### config.mk
export PLATFORM = sky130hd
export DESIGN_NAME = timer_prescale_and_flags
export DESIGN_NICKNAME = d
export VERILOG_FILES = /design/src/hdl/timer_pkg.sv /design/src/hdl/timer_prescaler.sv /design/src/hdl/timer_prescale_and_flags.sv
export SDC_FILE = /design/constraint.sdc
export NUM_CORES = 1
export LEC_CHECK = 0
export ABC_AREA = 0
export ABC_CLOCK_PERIOD_IN_PS = 4300
export BUFFER_PORTS_ARGS = -buffer_cell sky130_fd_sc_hd__buf_2
export CAP_MARGIN = 15
export CORE_MARGIN = 3
export CORE_UTILIZATION = 40
export DETAILED_ROUTE_END_ITERATION = 8
export PLACE_DENSITY_LB_ADDON = 0.3
export SYNTH_ARGS = -nofsm -noshare
export SYNTH_HDL_FRONTEND = slang
export SYNTH_SLANG_ARGS = --single-unit
### constraint.sdc
create_clock -name aclk -period 4.3 [get_ports aclk]
set_input_delay 0.86 -clock aclk [delete_from_list [all_inputs] [get_ports aclk]]
set_output_delay 0.86 -clock aclk [all_outputs]
set_load 0.05 [all_outputs]
### src/hdl/timer_pkg.sv
package timer_pkg;

  // ****************************************************************
  // bus geometry and answers
  // ****************************************************************
  localparam int unsigned DATA_W = 32;
  localparam int unsigned IDX_W = 6;
  localparam int unsigned IDX_LSB = 2;
  localparam logic [1:0] RESP_OKAY = 2'h0;
  localparam logic [1:0] RESP_SLVERR = 2'h2;

  // ****************************************************************
  // register indices (byte address is four times the index)
  // ****************************************************************
  localparam logic [IDX_W-1:0] IDX_IO_SELECT = 6'h00;
  localparam logic [IDX_W-1:0] IDX_COUNT_HI = 6'h04;
  localparam logic [IDX_W-1:0] IDX_COUNT_LO = 6'h05;
  localparam logic [IDX_W-1:0] IDX_CTRL_ONE = 6'h06;
  localparam logic [IDX_W-1:0] IDX_CHAN_MASK = 6'h0C;
  localparam logic [IDX_W-1:0] IDX_CTRL_TWO = 6'h0D;
  localparam logic [IDX_W-1:0] IDX_CHAN_FLAGS = 6'h0E;
  localparam logic [IDX_W-1:0] IDX_OVF_FLAGS = 6'h0F;
  localparam logic [IDX_W-1:0] IDX_CMP7_HI = 6'h1E;
  localparam logic [IDX_W-1:0] IDX_CMP7_LO = 6'h1F;
  localparam logic [IDX_W-1:0] IDX_PACC_CTRL = 6'h20;
  localparam logic [IDX_W-1:0] IDX_IRQ_STATUS = 6'h30;
  localparam logic [IDX_W-1:0] IDX_IRQ_CLEAR = 6'h31;
  localparam logic [IDX_W-1:0] IDX_IRQ_ENABLE = 6'h32;
  // channel value window: indices 0x10..0x1F, two per channel
  localparam logic [1:0] CHAN_WIN_TAG = 2'h1;

  // ****************************************************************
  // field positions
  // ****************************************************************
  localparam int unsigned CTRL1_TIMER_EN = 7;
  localparam int unsigned CTRL1_FAST_CLR = 4;
  localparam int unsigned CTRL2_OVF_IE = 7;
  localparam int unsigned CTRL2_CNT_RST = 3;
  localparam int unsigned DIV_W = 3;
  localparam int unsigned OVF_FLAG_BIT = 7;
  localparam int unsigned PACC_EN_BIT = 6;
  localparam int unsigned IRQ_OVF_BIT = 8;
  localparam int unsigned CHANNELS = 8;
  localparam int unsigned CMP_CHANNEL = 7;
  localparam int unsigned CNT_W = 16;

  // ****************************************************************
  // reset values and counter limits
  // ****************************************************************
  localparam logic [7:0] RST_BYTE = 8'h00;
  localparam logic [DIV_W-1:0] RST_DIV = 3'h0;
  localparam logic [CNT_W-1:0] RST_COUNT = 16'h0000;
  localparam logic [CNT_W-1:0] COUNT_MAX = 16'hFFFF;
  localparam logic [CNT_W-1:0] COUNT_ONE = 16'h0001;
  localparam logic [DATA_W-1:0] RST_WORD = 32'h0000_0000;
  localparam int unsigned PRESCALE_STAGES = 7;

endpackage

### src/hdl/timer_prescaler.sv
`timescale 1ns/100ps

// ******************************************************************
// prescaler: divides the bus clock by two to the select value
// ******************************************************************
module timer_prescaler
  import timer_pkg::*;
#(
  parameter int unsigned STAGES = PRESCALE_STAGES
) (
  input wire logic aclk, // bus clock
  input wire logic aresetn, // synchronous reset, low
  input wire logic run, // counting allowed
  input wire logic restart, // force all stages to zero
  input wire logic [DIV_W-1:0] div_select, // requested divider
  output logic tick // one-cycle timer clock enable
);

  if (STAGES < (1 << DIV_W) - 1) begin : g_check
    $error("prescaler needs at least 7 stages");
  end

  typedef struct packed {
    logic [STAGES-1:0] stage;
    logic [DIV_W-1:0] active;
  } pre_s;

  pre_s q, d;
  logic [STAGES-1:0] mask;

  // ****************************************************************
  // next state
  // ****************************************************************
  always_comb begin
    d = q;
    mask = STAGES'((1 << q.active) - 1);
    tick = run && ((q.stage & mask) == mask);
    // new factor only taken while all stages read zero
    if (q.stage == '0) begin
      d.active = div_select;
    end
    if (!run || restart) begin
      d.stage = '0;
    end else begin
      d.stage = q.stage + STAGES'(1);
    end
  end

  // registers
  always_ff @(posedge aclk) begin
    if (!aresetn) begin
      q <= '{stage: '0, active: RST_DIV};
    end else begin
      q <= d;
    end
  end

endmodule // timer_prescaler

### src/hdl/timer_prescale_and_flags.sv
// The AXI4-Lite register port was left to the implementer.
`timescale 1ns/100ps

// Contract
// - overflow interrupt when enabled and flag set
// - compare-7 match resets counter when enabled
// - compare value zero holds counter at zero
// - match reset from all ones sets no overflow
// - period is compare times divider plus one
// - divider is two to the select value
// - new divider applied when prescaler stages zero
// - channel events set channel flags
// - write one clears flag while timer/accumulator on
// - writing zero leaves channel flag unchanged
// - fast clear on capture read, compare write
// - fast clear: counter access clears overflow
// - counter wrap sets overflow flag
// - overflow flag cleared by one, when enabled
// - channel mask gates channel flag interrupts
module timer_prescale_and_flags
  import timer_pkg::*;
#(
  parameter int unsigned ADDR_W = 8
) (
  input wire logic aclk, // bus clock
  input wire logic aresetn, // synchronous reset, low
  input wire logic [ADDR_W-1:0] s_axi_awaddr, // write address
  input wire logic [2:0] s_axi_awprot, // unused protection
  input wire logic s_axi_awvalid, // write address valid
  output logic s_axi_awready, // write address ready
  input wire logic [DATA_W-1:0] s_axi_wdata, // write data
  input wire logic [3:0] s_axi_wstrb, // byte strobes
  input wire logic s_axi_wvalid, // write data valid
  output logic s_axi_wready, // write data ready
  output logic [1:0] s_axi_bresp, // write response
  output logic s_axi_bvalid, // write response valid
  input wire logic s_axi_bready, // write response ready
  input wire logic [ADDR_W-1:0] s_axi_araddr, // read address
  input wire logic [2:0] s_axi_arprot, // unused protection
  input wire logic s_axi_arvalid, // read address valid
  output logic s_axi_arready, // read address ready
  output logic [DATA_W-1:0] s_axi_rdata, // read data
  output logic [1:0] s_axi_rresp, // read response
  output logic s_axi_rvalid, // read data valid
  input wire logic s_axi_rready, // read data ready
  input wire logic [CHANNELS-1:0] chan_event, // channel event strobes
  output logic [CNT_W-1:0] free_counter, // running count
  output logic irq // level interrupt
);

  if (ADDR_W < IDX_W + IDX_LSB) begin : g_check
    $error("address too narrow for the register map");
  end

  // ****************************************************************
  // state
  // ****************************************************************
  typedef struct packed {
    logic awready;
    logic wready;
    logic aw_held;
    logic w_held;
    logic [IDX_W-1:0] widx;
    logic [DATA_W-1:0] wdata;
    logic [3:0] wstrb;
    logic bvalid;
    logic [1:0] bresp;
    logic arready;
    logic rvalid;
    logic [DATA_W-1:0] rdata;
    logic [1:0] rresp;
    logic [CHANNELS-1:0] io_select;
    logic timer_enable;
    logic fast_flag_clear;
    logic [CHANNELS-1:0] channel_irq_mask;
    logic overflow_irq_enable;
    logic counter_reset_on_match;
    logic [DIV_W-1:0] clock_divider_select;
    logic pulse_acc_enable;
    logic [CHANNELS-1:0] chan_flags;
    logic overflow_flag;
    logic [CNT_W-1:0] counter;
    logic [CNT_W-1:0] compare7_value;
    logic irq;
  } state_s;

  state_s q, d;

  logic tick;
  logic match;
  logic clear_ok;
  logic wr_do;
  logic rd_do;
  logic w_hit;
  logic r_hit;
  logic [IDX_W-1:0] ridx;
  logic [7:0] wbyte;
  logic [7:0] wmask;
  logic [CHANNELS-1:0] clr_ch;
  logic clr_ovf;
  logic set_ovf;
  logic [DATA_W-1:0] rd_val;

  // ****************************************************************
  // helpers
  // ****************************************************************
  // byte merge under lane mask
  function automatic logic [7:0] merge8(input logic [7:0] old_v,
                                        input logic [7:0] new_v,
                                        input logic [7:0] m);
    merge8 = (old_v & ~m) | (new_v & m);
  endfunction

  // true when the index falls in the channel value window
  function automatic logic in_chan_win(input logic [IDX_W-1:0] idx);
    in_chan_win = (idx[IDX_W-1:IDX_W-2] == CHAN_WIN_TAG);
  endfunction

  // channel number of a window index (two indices per channel)
  function automatic logic [2:0] chan_of(input logic [IDX_W-1:0] idx);
    chan_of = idx[3:1];
  endfunction

  // ****************************************************************
  // prescaler
  // ****************************************************************
  timer_prescaler #(
    .STAGES(PRESCALE_STAGES)
  ) u_prescaler (
    .aclk(aclk),
    .aresetn(aresetn),
    .run(q.timer_enable),
    .restart(match),
    .div_select(q.clock_divider_select),
    .tick(tick)
  );

  // ****************************************************************
  // next state
  // ****************************************************************
  always_comb begin
    d = q;
    clr_ch = '0;
    clr_ovf = 1'b0;
    w_hit = 1'b1;
    r_hit = 1'b1;
    rd_val = RST_WORD;
    wbyte = q.wdata[7:0];
    wmask = {8{q.wstrb[0]}};
    ridx = s_axi_araddr[IDX_LSB +: IDX_W];
    clear_ok = q.timer_enable || q.pulse_acc_enable;

    // write address and data are taken in either order
    if (q.awready && s_axi_awvalid) begin
      d.aw_held = 1'b1;
      d.awready = 1'b0;
      d.widx = s_axi_awaddr[IDX_LSB +: IDX_W];
    end
    if (q.wready && s_axi_wvalid) begin
      d.w_held = 1'b1;
      d.wready = 1'b0;
      d.wdata = s_axi_wdata;
      d.wstrb = s_axi_wstrb;
    end
    wr_do = q.aw_held && q.w_held && !q.bvalid;

    // write decode
    if (wr_do) begin
      if (q.widx == IDX_IO_SELECT) begin
        d.io_select = merge8(q.io_select, wbyte, wmask);
      end else if (q.widx == IDX_CTRL_ONE) begin
        if (wmask[CTRL1_TIMER_EN]) begin
          d.timer_enable = wbyte[CTRL1_TIMER_EN];
        end
        if (wmask[CTRL1_FAST_CLR]) begin
          d.fast_flag_clear = wbyte[CTRL1_FAST_CLR];
        end
      end else if (q.widx == IDX_CHAN_MASK) begin
        d.channel_irq_mask = merge8(q.channel_irq_mask, wbyte, wmask);
      end else if (q.widx == IDX_CTRL_TWO) begin
        if (q.wstrb[0]) begin
          d.overflow_irq_enable = wbyte[CTRL2_OVF_IE];
          d.counter_reset_on_match = wbyte[CTRL2_CNT_RST];
          d.clock_divider_select = wbyte[DIV_W-1:0];
        end
      end else if (q.widx == IDX_CHAN_FLAGS) begin
        // zeros leave flags alone, ones clear when allowed
        clr_ch = wbyte & wmask & {CHANNELS{clear_ok}};
      end else if (q.widx == IDX_OVF_FLAGS) begin
        clr_ovf = wbyte[OVF_FLAG_BIT] && wmask[OVF_FLAG_BIT]
                  && clear_ok;
      end else if (q.widx == IDX_PACC_CTRL) begin
        if (wmask[PACC_EN_BIT]) begin
          d.pulse_acc_enable = wbyte[PACC_EN_BIT];
        end
      end else if (q.widx == IDX_COUNT_HI || q.widx == IDX_COUNT_LO) begin
        // counter is read-only; access still counts for fast clear
        clr_ovf = q.fast_flag_clear;
      end else if (in_chan_win(q.widx)) begin
        // compare channels only: writes to capture channels do nothing
        if (q.io_select[chan_of(q.widx)]) begin
          clr_ch[chan_of(q.widx)] = q.fast_flag_clear;
          if (q.widx == IDX_CMP7_HI) begin
            d.compare7_value[15:8] =
              merge8(q.compare7_value[15:8], wbyte, wmask);
          end else if (q.widx == IDX_CMP7_LO) begin
            d.compare7_value[7:0] =
              merge8(q.compare7_value[7:0], wbyte, wmask);
          end
        end
      end else if (q.widx == IDX_IRQ_CLEAR) begin
        clr_ch = wbyte & wmask & {CHANNELS{clear_ok}};
        clr_ovf = q.wdata[IRQ_OVF_BIT] && q.wstrb[1] && clear_ok;
      end else if (q.widx == IDX_IRQ_ENABLE) begin
        d.channel_irq_mask = merge8(q.channel_irq_mask, wbyte, wmask);
        if (q.wstrb[1]) begin
          d.overflow_irq_enable = q.wdata[IRQ_OVF_BIT];
        end
      end else if (q.widx == IDX_IRQ_STATUS) begin
        w_hit = 1'b1;
      end else begin
        w_hit = 1'b0;
      end
      d.bvalid = 1'b1;
      d.bresp = w_hit ? RESP_OKAY : RESP_SLVERR;
    end

    // write response retires, both channels reopen
    if (q.bvalid && s_axi_bready) begin
      d.bvalid = 1'b0;
      d.aw_held = 1'b0;
      d.w_held = 1'b0;
      d.awready = 1'b1;
      d.wready = 1'b1;
    end

    // read decode
    rd_do = q.arready && s_axi_arvalid;
    if (ridx == IDX_IO_SELECT) begin
      rd_val[7:0] = q.io_select;
    end else if (ridx == IDX_COUNT_HI) begin
      rd_val[7:0] = q.counter[15:8];
    end else if (ridx == IDX_COUNT_LO) begin
      rd_val[7:0] = q.counter[7:0];
    end else if (ridx == IDX_CTRL_ONE) begin
      rd_val[CTRL1_TIMER_EN] = q.timer_enable;
      rd_val[CTRL1_FAST_CLR] = q.fast_flag_clear;
    end else if (ridx == IDX_CHAN_MASK) begin
      rd_val[7:0] = q.channel_irq_mask;
    end else if (ridx == IDX_CTRL_TWO) begin
      rd_val[CTRL2_OVF_IE] = q.overflow_irq_enable;
      rd_val[CTRL2_CNT_RST] = q.counter_reset_on_match;
      rd_val[DIV_W-1:0] = q.clock_divider_select;
    end else if (ridx == IDX_CHAN_FLAGS) begin
      rd_val[7:0] = q.chan_flags;
    end else if (ridx == IDX_OVF_FLAGS) begin
      rd_val[OVF_FLAG_BIT] = q.overflow_flag;
    end else if (ridx == IDX_CMP7_HI) begin
      rd_val[7:0] = q.compare7_value[15:8];
    end else if (ridx == IDX_CMP7_LO) begin
      rd_val[7:0] = q.compare7_value[7:0];
    end else if (in_chan_win(ridx)) begin
      rd_val = RST_WORD; // other channel values live outside
    end else if (ridx == IDX_PACC_CTRL) begin
      rd_val[PACC_EN_BIT] = q.pulse_acc_enable;
    end else if (ridx == IDX_IRQ_STATUS) begin
      rd_val[7:0] = q.chan_flags;
      rd_val[IRQ_OVF_BIT] = q.overflow_flag;
    end else if (ridx == IDX_IRQ_ENABLE) begin
      rd_val[7:0] = q.channel_irq_mask;
      rd_val[IRQ_OVF_BIT] = q.overflow_irq_enable;
    end else if (ridx == IDX_IRQ_CLEAR) begin
      rd_val = RST_WORD; // write-only
    end else begin
      r_hit = 1'b0;
    end

    // read taken: answer next cycle, side effects now
    if (rd_do) begin
      d.arready = 1'b0;
      d.rvalid = 1'b1;
      d.rdata = rd_val;
      d.rresp = r_hit ? RESP_OKAY : RESP_SLVERR;
      if (ridx == IDX_COUNT_HI || ridx == IDX_COUNT_LO) begin
        clr_ovf = clr_ovf || q.fast_flag_clear;
      end else if (in_chan_win(ridx) && !q.io_select[chan_of(ridx)]) begin
        clr_ch[chan_of(ridx)] = clr_ch[chan_of(ridx)]
                                || q.fast_flag_clear;
      end
    end
    if (q.rvalid && s_axi_rready) begin
      d.rvalid = 1'b0;
      d.arready = 1'b1;
    end

    // counter: match reset outranks the timer tick
    match = q.timer_enable && q.counter_reset_on_match
            && q.io_select[CMP_CHANNEL]
            && (q.counter == q.compare7_value);
    set_ovf = tick && (q.counter == COUNT_MAX) && !match;
    if (match) begin
      d.counter = RST_COUNT;
    end else if (tick) begin
      d.counter = q.counter + COUNT_ONE;
    end

    // sticky flags, a set in the clearing cycle survives
    d.chan_flags = (q.chan_flags & ~clr_ch) | chan_event;
    d.overflow_flag = (q.overflow_flag && !clr_ovf) || set_ovf;

    // interrupt level from enabled flags
    d.irq = (d.overflow_flag && d.overflow_irq_enable)
            || |(d.chan_flags & d.channel_irq_mask);
  end

  // registers
  always_ff @(posedge aclk) begin
    if (!aresetn) begin
      q <= '0;
      q.awready <= 1'b1;
      q.wready <= 1'b1;
      q.arready <= 1'b1;
      q.io_select <= RST_BYTE;
      q.channel_irq_mask <= RST_BYTE;
      q.chan_flags <= RST_BYTE;
      q.clock_divider_select <= RST_DIV;
      q.counter <= RST_COUNT;
      q.compare7_value <= RST_COUNT;
      q.rdata <= RST_WORD;
      q.bresp <= RESP_OKAY;
      q.rresp <= RESP_OKAY;
    end else begin
      q <= d;
    end
  end

  // outputs straight from the state register
  assign s_axi_awready = q.awready;
  assign s_axi_wready = q.wready;
  assign s_axi_bvalid = q.bvalid;
  assign s_axi_bresp = q.bresp;
  assign s_axi_arready = q.arready;
  assign s_axi_rvalid = q.rvalid;
  assign s_axi_rdata = q.rdata;
  assign s_axi_rresp = q.rresp;
  assign free_counter = q.counter;
  assign irq = q.irq;

endmodule // timer_prescale_and_flags

Word-level counts from Yosys, hierarchy flattened
Cells that the tools add are included.
{"block": "totals", "output_inout_bits": 58, "elab_cells": 293, "register_bits": 136, "inputBits": 73}
{"block": "op_classes", "n_bitwise": 27, "n_shift": 1, "order_cmp": 4, "addsub": 3, "n_reduce_logical": 49, "eq_ne": 31, "muxes": 149}
{"cell": "$mux W32", "count": 25}
{"cell": "$mux W24", "count": 10}
{"cell": "$mux W8", "count": 24}
{"cell": "$mux W9", "count": 9}
{"cell": "$and A8 B8 Y8", "count": 9}
{"cell": "$mux W1", "count": 58}
{"cell": "$eq A6 B4 Y1 const B", "count": 8}
{"cell": "$eq A6 B6 Y1 const B", "count": 8}
{"cell": "$mux W23", "count": 2}
{"cell": "$mux W14", "count": 3}
{"cell": "$or A8 B8 Y8", "count": 5}
{"cell": "$eq A6 B3 Y1 const B", "count": 6}
{"cell": "$mux W25", "count": 1}
{"cell": "$eq A6 B5 Y1 const B", "count": 4}
{"cell": "$logic_and A1 B1 Y1", "count": 22}
{"cell": "$add A16 B1 Y16 const B", "count": 1}
{"cell": "$eq A16 B16 Y1", "count": 1}
{"cell": "$eq A16 B16 Y1 const B", "count": 1}
{"cell": "$not A8 Y8", "count": 2}
{"cell": "$reduce_and A13 Y1", "count": 1}
{"cell": "$logic_not A6 Y1", "count": 2}
{"cell": "$mux W4", "count": 3}
{"cell": "$mux W6", "count": 2}
{"cell": "$reduce_and A12 Y1", "count": 1}
{"cell": "25 further kinds", "count": 56}

Longest topological paths before layout
Gate-level depths: netlist of the first run.
{"block": "depth", "depth_word": 39, "ltp_mapped": 13, "depth_no_buf": 11}

Modules after synthesis
From an unflattened synthesis of the first run, not the netlist that was laid out.
{"block": "unflattened", "cells_unflattened": 824, "hier_area_um2": 6811.5}
{"mod": "timer_prescale_and_flags", "instances": 1, "cells_per_inst": 756, "area_each_um2": 6236.0, "seq_area_each_um2": 2021.9}
{"mod": "timer_prescaler", "instances": 1, "cells_per_inst": 68, "area_each_um2": 575.6, "seq_area_each_um2": 200.2}

Worst setup path after synthesis of the first run
Ideal clock, no wire load.
{"block": "synth_timing", "path_type": "input -> register", "start": "in s_axi_araddr[7]", "end": "reg q, in the netlist irq", "setup_time_ns": 0.125, "path_slack_ns": 1.485, "path_buffers": 0, "t_arrival_ns": 2.690, "t_required_ns": 4.175, "stages": 7, "cell_sequence": "nand4b_1 > or2_1 > or4_1 > nor4bb_1 > a2111oi_0 > nand2_1 > o41a_1"}
{"block": "synth_between", "elab_chain_cells": 11, "elab_cells_between_ends": 20, "classes_between": "eq/ne: 3; mux: 5; bitwise: 4; reduce/logical: 8"}
{"item": "start, declared", "line": "timer_prescale_and_flags.sv:38", "rtl": "input wire logic [ADDR_W-1:0] s_axi_araddr,"}
{"item": "$eq A2 B1 Y1", "line": "timer_prescale_and_flags.sv:116", "rtl": "in_chan_win = (idx[IDX_W-1:IDX_W-2] == CHAN_WIN_TAG);"}
{"item": "$logic_and A1 B1 Y1", "line": "timer_prescale_and_flags.sv:286", "rtl": "end else if (in_chan_win(ridx) && !q.io_select[chan_of(ridx)]) begin"}
{"item": "$mux W8", "line": "timer_prescale_and_flags.sv:286"}
{"item": "$mux W8", "line": "timer_prescale_and_flags.sv:284", "rtl": "if (ridx == IDX_COUNT_HI || ridx == IDX_COUNT_LO) begin"}
{"item": "$mux W8", "line": "timer_prescale_and_flags.sv:279", "rtl": "if (rd_do) begin"}
{"item": "$not A8 Y8", "line": "timer_prescale_and_flags.sv:308", "rtl": "d.chan_flags = (q.chan_flags & ~clr_ch) | chan_event;"}
{"item": "$and A8 B8 Y8", "line": "timer_prescale_and_flags.sv:308"}
{"item": "$or A8 B8 Y8", "line": "timer_prescale_and_flags.sv:308"}
{"item": "$and A8 B8 Y8", "line": "timer_prescale_and_flags.sv:313", "rtl": "|| |(d.chan_flags & d.channel_irq_mask);"}
{"item": "$reduce_or A8 Y1", "line": "timer_prescale_and_flags.sv:313"}
{"item": "$logic_or A1 B1 Y1 (*)", "line": "timer_prescale_and_flags.sv:313"}
{"item": "end, declared", "line": "timer_prescale_and_flags.sv:87", "rtl": "state_s q, d;"}
Every way passes the cells marked *; elsewhere a longest branch is shown, timed or not.
A chain may end at the register's enable or synchronous reset.

Worst setup path after layout of the first run
{"block": "layout_timing", "start": "reg q[105] in the netlist's numbering", "end": "reg q, in the netlist irq"}
{"block": "layout_between", "elab_chain_cells": 26, "elab_cells_between_ends": 60, "classes_between": "mux: 41; bitwise: 9; reduce/logical: 10"}
{"item": "$and A8 B8 Y8", "line": "timer_prescale_and_flags.sv:111, timer_prescale_and_flags.sv:188, timer_prescale_and_flags.sv:212"}
{"item": "$and A8 B8 Y8", "line": "timer_prescale_and_flags.sv:188, timer_prescale_and_flags.sv:212"}
{"item": "$mux W8", "line": "timer_prescale_and_flags.sv:211", "rtl": "end else if (q.widx == IDX_IRQ_CLEAR) begin"}
{"item": "$mux W8", "line": "timer_prescale_and_flags.sv:199", "rtl": "end else if (in_chan_win(q.widx)) begin"}
{"item": "$mux W8", "line": "timer_prescale_and_flags.sv:196", "rtl": "end else if (q.widx == IDX_COUNT_HI || q.widx == IDX_COUNT_LO) begin"}
{"item": "$mux W8", "line": "timer_prescale_and_flags.sv:192", "rtl": "end else if (q.widx == IDX_PACC_CTRL) begin"}
{"item": "$mux W8", "line": "timer_prescale_and_flags.sv:189", "rtl": "end else if (q.widx == IDX_OVF_FLAGS) begin"}
{"item": "$mux W8", "line": "timer_prescale_and_flags.sv:186", "rtl": "end else if (q.widx == IDX_CHAN_FLAGS) begin"}
{"item": "(+10 left out)"}
{"item": "$mux W8", "line": "timer_prescale_and_flags.sv:284"}
{"item": "$mux W8", "line": "timer_prescale_and_flags.sv:279"}
{"item": "$not A8 Y8", "line": "timer_prescale_and_flags.sv:308"}
{"item": "$and A8 B8 Y8", "line": "timer_prescale_and_flags.sv:308"}
{"item": "$or A8 B8 Y8", "line": "timer_prescale_and_flags.sv:308"}
{"item": "$and A8 B8 Y8", "line": "timer_prescale_and_flags.sv:313"}
{"item": "$reduce_or A8 Y1", "line": "timer_prescale_and_flags.sv:313"}
{"item": "$logic_or A1 B1 Y1 (*)", "line": "timer_prescale_and_flags.sv:313"}
Every way passes the cells marked *; elsewhere a longest branch is shown, timed or not. The select of a mux whose other input is x is not followed.

==> results.sh, run 1 <==
export IMPL_die_w_um=136
export IMPL_synth_cell_type_count=78
export IMPL_cts_sinks=111
export IMPL_first_pass_iters=5
export IMPL_final_cells=1067
export IMPL_hold_violations=0
export IMPL_avgViaCountPerCell=5.59
export IMPL_busiest_layer="met2"
export IMPL_final_common_cell="dfxtp_1"
export IMPL_cts_buffers_inserted=9
export IMPL_syn_inst=828
export IMPL_grt_max_degree=40
export IMPL_syn2layout_area_growth_pct=8.02
export IMPL_arrival_ps=3600
export IMPL_cts_root_buffer="clkbuf_16"
export IMPL_routed_wl_um=19200
export IMPL_slowest_delay_ps=480
export IMPL_die_area_um2=18500
export IMPL_place_gp_congestion=0.895
export IMPL_ys_seq_area_share_pct=33.0
export IMPL_ctsHoldBuffers=0
export IMPL_synthArstFlopShare_pct=0
export IMPL_min_period_over_period_pct=78.2
export IMPL_nFillCells=1670
export IMPL_tightest_slew_ps=988
export IMPL_post_cts_buffers=0
export IMPL_drv_cap=0
export IMPL_yosys_area_top_type="dfxtp_1"
export IMPL_clock_path_buffers=2
export IMPL_worstSetupPathType="reg2reg"
export IMPL_worst_hold_slack_ps=458
export IMPL_peakVddDrop_mv=0.198
export IMPL_synth_warnings=0
export IMPL_final_antenna_net_count=0
export IMPL_fin_setup_tns_ps=0
export IMPL_hp_class="reg2reg"
export IMPL_syn_area_um2=6740
export IMPL_setup_viol=0
export IMPL_num_io_pins=131
export IMPL_ys_ff_latch=111
export IMPL_placementRows=46
export IMPL_cts_tree="built"
export IMPL_cts_resized=0
export IMPL_h_tree_depth=3
export IMPL_reg2reg_slack_ps=940
export IMPL_drive_above_1_share_pct=12.4
export IMPL_clock_insertion_delay_worst_skew_ps=370
export IMPL_cp_end_kind="register"
export IMPL_period_needed_ps=3360
export IMPL_place_inst=1050
export IMPL_postLayoutCellArea_um2=7280
export IMPL_grt_usage_pct=20.8
export IMPL_rsz0062_at_grt="false"
export IMPL_avgSynthCellArea_um2=8.14
export IMPL_grt_pass1_vias=5416
export IMPL_placed_cell_area_um2=6940
export IMPL_synthTopCellsByArea="dfxtp_1 (33%), mux2i_1 (7.4%), buf_4 (6.0%), nor2b_1 (5.6%), nand2_1 (4.0%)"
export IMPL_synth_edf_count=0
export IMPL_synth_top_area_share_pct=33.0
export IMPL_drtIter0Drc=451
export IMPL_power_switching_uw=650
export IMPL_hpwl_um=14300
export IMPL_worst_path_buf_inv=0
export IMPL_timing_final_ws_setup_ps=937
export IMPL_dp_slack_ps=854
export IMPL_wire_per_inst_um=18.0
export IMPL_initial_core_util_pct=41.7
export IMPL_portBuffers=70
export IMPL_use_met3_pct=5.22
export IMPL_final_cell_mix="dfxtp_1 (111), nand2_1 (72), buf_2 (70)"
export IMPL_power_frac_comb_pct=11.1
export IMPL_skew_ps=11.2
export IMPL_overflow=0
export IMPL_path_cells="nand4b_1, a311oi_1, o21a_1, mux2i_1, nor3b_1, o41ai_1, o22ai_1, o41a_1"
export IMPL_power_frac_seq_pct=47.6
export IMPL_drc_errors=0
export IMPL_drv_slew=0
export IMPL_cts_reportedPaths_clkPinSlew_ps=80
export IMPL_final_util_pct=45.0
export IMPL_worst_path_dominant_cell_family="compound AO/OA/AOI/OAI gates"
export IMPL_relSlewSlack_pct=33.8
export IMPL_power_mw=2.30
export IMPL_nNetsFinal=922
export IMPL_run_status="finished, final reports clean"
export IMPL_p_sw_share_pct=28.3
export IMPL_p_per_area_nw_per_um2=316
export IMPL_max_freq_mhz=297
export IMPL_synthFlopType="dfxtp_1"
export IMPL_p_int_mw=1.65
export IMPL_required_ps=4540
export IMPL_crit_fanout=6
export IMPL_antenna_found_initial=1
export IMPL_worstSetupStartpointType="register"
export IMPL_p_leak_nw=2.88
export IMPL_clockPowerShare_pct=41.3
export IMPL_grt_pass1_wl_um=30100
export IMPL_core_um2=16200
export IMPL_use_met1_pct=28.8
export IMPL_num_vias=5968
export IMPL_crit_path_top_delay_cell="dfxtp_1"
export IMPL_die_h_um=136
export IMPL_met2_usage_pct=31.3
-- per-layer routing --
layer / up-vias / wire, um / part of all wire (%)
met4: 0 / 464 / 2.4
li1: 2902 / - / -
met3: 34 / 1560 / 8.1
met2: 227 / 8240 / 43
met1: 2805 / 8920 / 46
met5: - / 0 / 0
-- final timing paths --
path,from,to,cells after the start
setup reg to reg,q[105],irq,8
hold reg to reg,q[39],q[39],2
setup / recovery,q[105],irq,8
hold / removal,q[39],q[39],2
-- power by group through the flow --
| stage | Sequential (mW) | Clock [mW] | Combinational [mW] |
|---|---|---|---|
| detailed placement | 1.12 | 0 | 0.253 |
| floorplan | 1.10 | 0 | 0.220 |
| CTS | 1.09 | 0.978 | 0.254 |
| global placement | 1.12 | 0 | 0.253 |
| finish | 1.10 | 0.949 | 0.256 |
| global route | 1.10 | 1.00 | 0.278 |
-- worst register-to-register path, stage by stage, from the launching register on --
cell	delay, ps
dfxtp_1	480
nand4b_1	350
a311oi_1	370
o21a_1	440
mux2i_1	450
nor3b_1	100
o41ai_1	450
o22ai_1	140
o41a_1	460
-- cells in the mapped netlist (4+ instances only) --
library cell	instances
xor2_1	21
dfxtp_1	111
nor2_1	62
and2_1	7
or3_1	7
nor3b_1	7
a21oi_1	33
and3_1	11
nand2b_1	11
nand3_1	24
a21boi_0	18
o21ai_1	10
nor3_1	13
a221oi_1	7
o221ai_1	4
clkbuf_1	37
a221o_1	5
mux2i_1	50
o2111ai_1	4
o21ai_0	35
inv_1	27
nor2b_1	60
a31oi_1	10
o21a_1	4
and4_1	4
nand4_1	8
a32o_1	4
buf_2	4
o22ai_1	9
ha_1	4
xnor2_1	14
buf_4	54
nor4_1	11
nand2_1	72
-- kinds of logic after synthesis --
group	after synthesis	synth area share, %
and+or+nand+nor	318	25.0
AOI/OAI and AO/OA	180	18.4
buffers and inverters	125	10.2
DFF	111	33.0
muxes	54	8.15
xor gates and xnor gates	35	4.55
adders and majority gates	4	0.742
other	1	0.0556
-- cell type report --
type / count / area, um2 / area share [%]
multi-input cells: 616 / 3930 / 53.9
well taps: 216 / 270 / 3.71
flip-flops and latches: 111 / 2220 / 30.5
diodes: 1 / 2.50 / 0.0344
clock inverters: 7 / 114 / 1.56
inverters: 28 / 105 / 1.44
clock buffers: 9 / 225 / 3.09
repair buffers: 79 / 418 / 5.74
No activity file was read; power rests on OpenSTA's default activity.
==> run 2, diff against run 1 <==
--- a/config.mk
+++ b/config.mk
@@ -6,7 +6,7 @@
 export NUM_CORES = 1
 export LEC_CHECK = 0
 export ABC_AREA = 0
-export ABC_CLOCK_PERIOD_IN_PS = 4300
+export ABC_CLOCK_PERIOD_IN_PS = 3300
 export BUFFER_PORTS_ARGS = -buffer_cell sky130_fd_sc_hd__buf_2
 export CAP_MARGIN = 15
 export CORE_MARGIN = 3
==> constraint.sdc (replaced) <==
create_clock -name aclk -period 3.3 [get_ports aclk]
set_input_delay 0.66 -clock aclk [delete_from_list [all_inputs] [get_ports aclk]]
set_output_delay 0.66 -clock aclk [all_outputs]
set_load 0.05 [all_outputs]
==> run 2 against run 1 <==
  * Setup slack lost 550 ps
  * Cell count increased by 2.5%
  * Non-clock buffer count grew 28
  * Fmax is 15% higher
  * Critical path depth is 1 higher
  * Power increased by 24%
  * Highest routed layer unchanged
  * Register-to-register slack got worse by 550 ps
==> results.sh, run 2 (same netlist as run 1, synthesis figures left out) <==
export IMPL_wire_per_inst_um=17.7
export IMPL_arrival_ps=3210
export IMPL_antenna_found_initial=0
export IMPL_portBuffers=70
export IMPL_h_tree_depth=3
export IMPL_drc_errors=0
export IMPL_grt_max_degree=51
export IMPL_ctsHoldBuffers=0
export IMPL_grt_usage_pct=21.1
export IMPL_drv_cap=0
export IMPL_skew_ps=8.22
export IMPL_nFillCells=1682
export IMPL_worstSetupPathType="reg2reg"
export IMPL_core_um2=16200
export IMPL_crit_path_top_delay_cell="dfxtp_1"
export IMPL_min_period_over_period_pct=88.3
export IMPL_hold_end="q[39]"
export IMPL_grt_pass1_wl_um=30200
export IMPL_period_needed_ps=2910
export IMPL_cts_reportedPaths_clkPinSlew_ps=80
export IMPL_hold_violations=0
export IMPL_r2r_cells=9
export IMPL_required_ps=3600
export IMPL_clock_insertion_delay_worst_skew_ps=360
export IMPL_cts_root_buffer="clkbuf_16"
export IMPL_final_cells=1094
export IMPL_hold_path_depth=2
export IMPL_post_cts_buffers=0
export IMPL_peakVddDrop_mv=0.293
export IMPL_syn2layout_area_growth_pct=10.4
export IMPL_cts_resized=0
export IMPL_num_io_pins=131
export IMPL_fin_setup_tns_ps=0
export IMPL_max_freq_mhz=343
export IMPL_dp_slack_ps=301
export IMPL_cp_end_kind="register"
export IMPL_die_w_um=136
export IMPL_initial_core_util_pct=41.7
export IMPL_die_h_um=136
export IMPL_hold_start="q[39]"
export IMPL_run_status="finished, final reports clean"
export IMPL_p_leak_nw=2.99
export IMPL_reg2reg_slack_ps=390
export IMPL_place_gp_congestion=0.928
export IMPL_rsz0062_at_grt="false"
export IMPL_clock_path_buffers=2
export IMPL_final_antenna_net_count=0
export IMPL_hp_class="reg2reg"
export IMPL_cts_sinks=111
export IMPL_final_common_cell="dfxtp_1"
export IMPL_tightest_slew_ps=588
export IMPL_placementRows=46
export IMPL_routed_wl_um=19400
export IMPL_cts_tree="built"
export IMPL_p_per_area_nw_per_um2=384
export IMPL_antenna_cells=0
export IMPL_overflow=0
export IMPL_r2r_start="q[142]"
export IMPL_hpwl_um=14800
export IMPL_nNetsFinal=950
export IMPL_relSlewSlack_pct=60.7
export IMPL_worst_hold_slack_ps=451
export IMPL_r2r_end="q[41]"
export IMPL_slowest_delay_ps=500
export IMPL_avgViaCountPerCell=5.48
export IMPL_drive_above_1_share_pct=15.1
export IMPL_final_cell_mix="dfxtp_1 (111), nand2_1 (72), buf_2 (70)"
export IMPL_cts_buffers_inserted=9
export IMPL_die_area_um2=18500
export IMPL_grt_pass1_vias=5487
export IMPL_timing_final_ws_setup_ps=388
export IMPL_first_pass_iters=5
export IMPL_path_cells="buf_4, mux2_2, a22o_1, or2_4, a32o_1, a221oi_4, nand2_4, o31a_1, o21ai_1"
export IMPL_num_vias=5999
export IMPL_crit_fanout=10
export IMPL_place_inst=1078
export IMPL_drtIter0Drc=538
export IMPL_drv_slew=0
export IMPL_setup_viol=0
export IMPL_worstSetupStartpointType="register"
==> run 2: changes by cell type in the layout (fill, tap and decap cells not counted), sizes merged <==
cell and change:
buf +28, bufinv -2, clkinvlp +2, diode -1
==> run 2: routing by layer <==
| metal | vias up | part of all wire (%) | GRT usage (%) |
|---|---|---|---|
| met5 | - | 0 | 0 |
| met4 | 0 | 2.1 | 6.05 |
| met3 | 29 | 8.7 | 5.33 |
| met2 | 248 | 43 | 31.2 |
| met1 | 2770 | 47 | 30.3 |
| li1 | 2952 | - | - |
==> run 2: cell type report <==
| class | instances | area, um2 | area share, % |
|---|---|---|---|
| multi-input cells | 616 | 3930 | 52.7 |
| inverters | 28 | 105 | 1.41 |
| flip-flops and latches | 111 | 2220 | 29.9 |
| repair buffers | 107 | 628 | 8.44 |
| clock buffers | 9 | 225 | 3.03 |
| clock inverters | 7 | 66.3 | 0.891 |
| well taps | 216 | 270 | 3.63 |
==> run 2: report_power, final <==
group	switching (mW)	internal, mW	total, mW	leakage [nW]
Combinational	0.249	0.105	0.354	1.95
Sequential	0.0486	1.37	1.42	0.902
Clock	0.553	0.529	1.08	0.136
==> run 2: worst max path at each step <==
stage                    start  endpoint  slack [ps]  depth (start not counted)
2_1_floorplan     s_axi_bvalid       irq         560                          9
3_3_place_gp   s_axi_araddr[7]       irq         300                          8
3_5_place_dp   s_axi_araddr[7]       irq         300                          8
4_1_cts                 q[142]     q[41]         410                          9
5_1_grt                 q[143]       irq         230                          9
6_report                q[142]     q[41]         390                          9
==> run 2: worst max-delay path, delay by kind of cell, from the launching register on <==
| kind | cells | cell delay [ps] |
|---|---|---|
| muxes | 1 | 340 |
| and+or+nand+nor | 2 | 390 |
| buffers and inverters | 1 | 250 |
| AOI/OAI and AO/OA | 5 | 1360 |
| DFF | 1 | 500 |
==> run 2: through the flow <==
| stage | utilization [%] | total power, mW | area (um2) |
|---|---|---|---|
| 2_1_floorplan | - | 1.72 | 6830 |
| 3_3_place_gp | 44.2 | 1.80 | 7150 |
| 3_5_place_dp | 44.2 | 1.80 | 7150 |
| 4_1_cts | 46.0 | 2.88 | 7440 |
| 5_1_grt | 46.0 | 2.97 | 7440 |
| 6_report | 46.0 | 2.86 | 7440 |
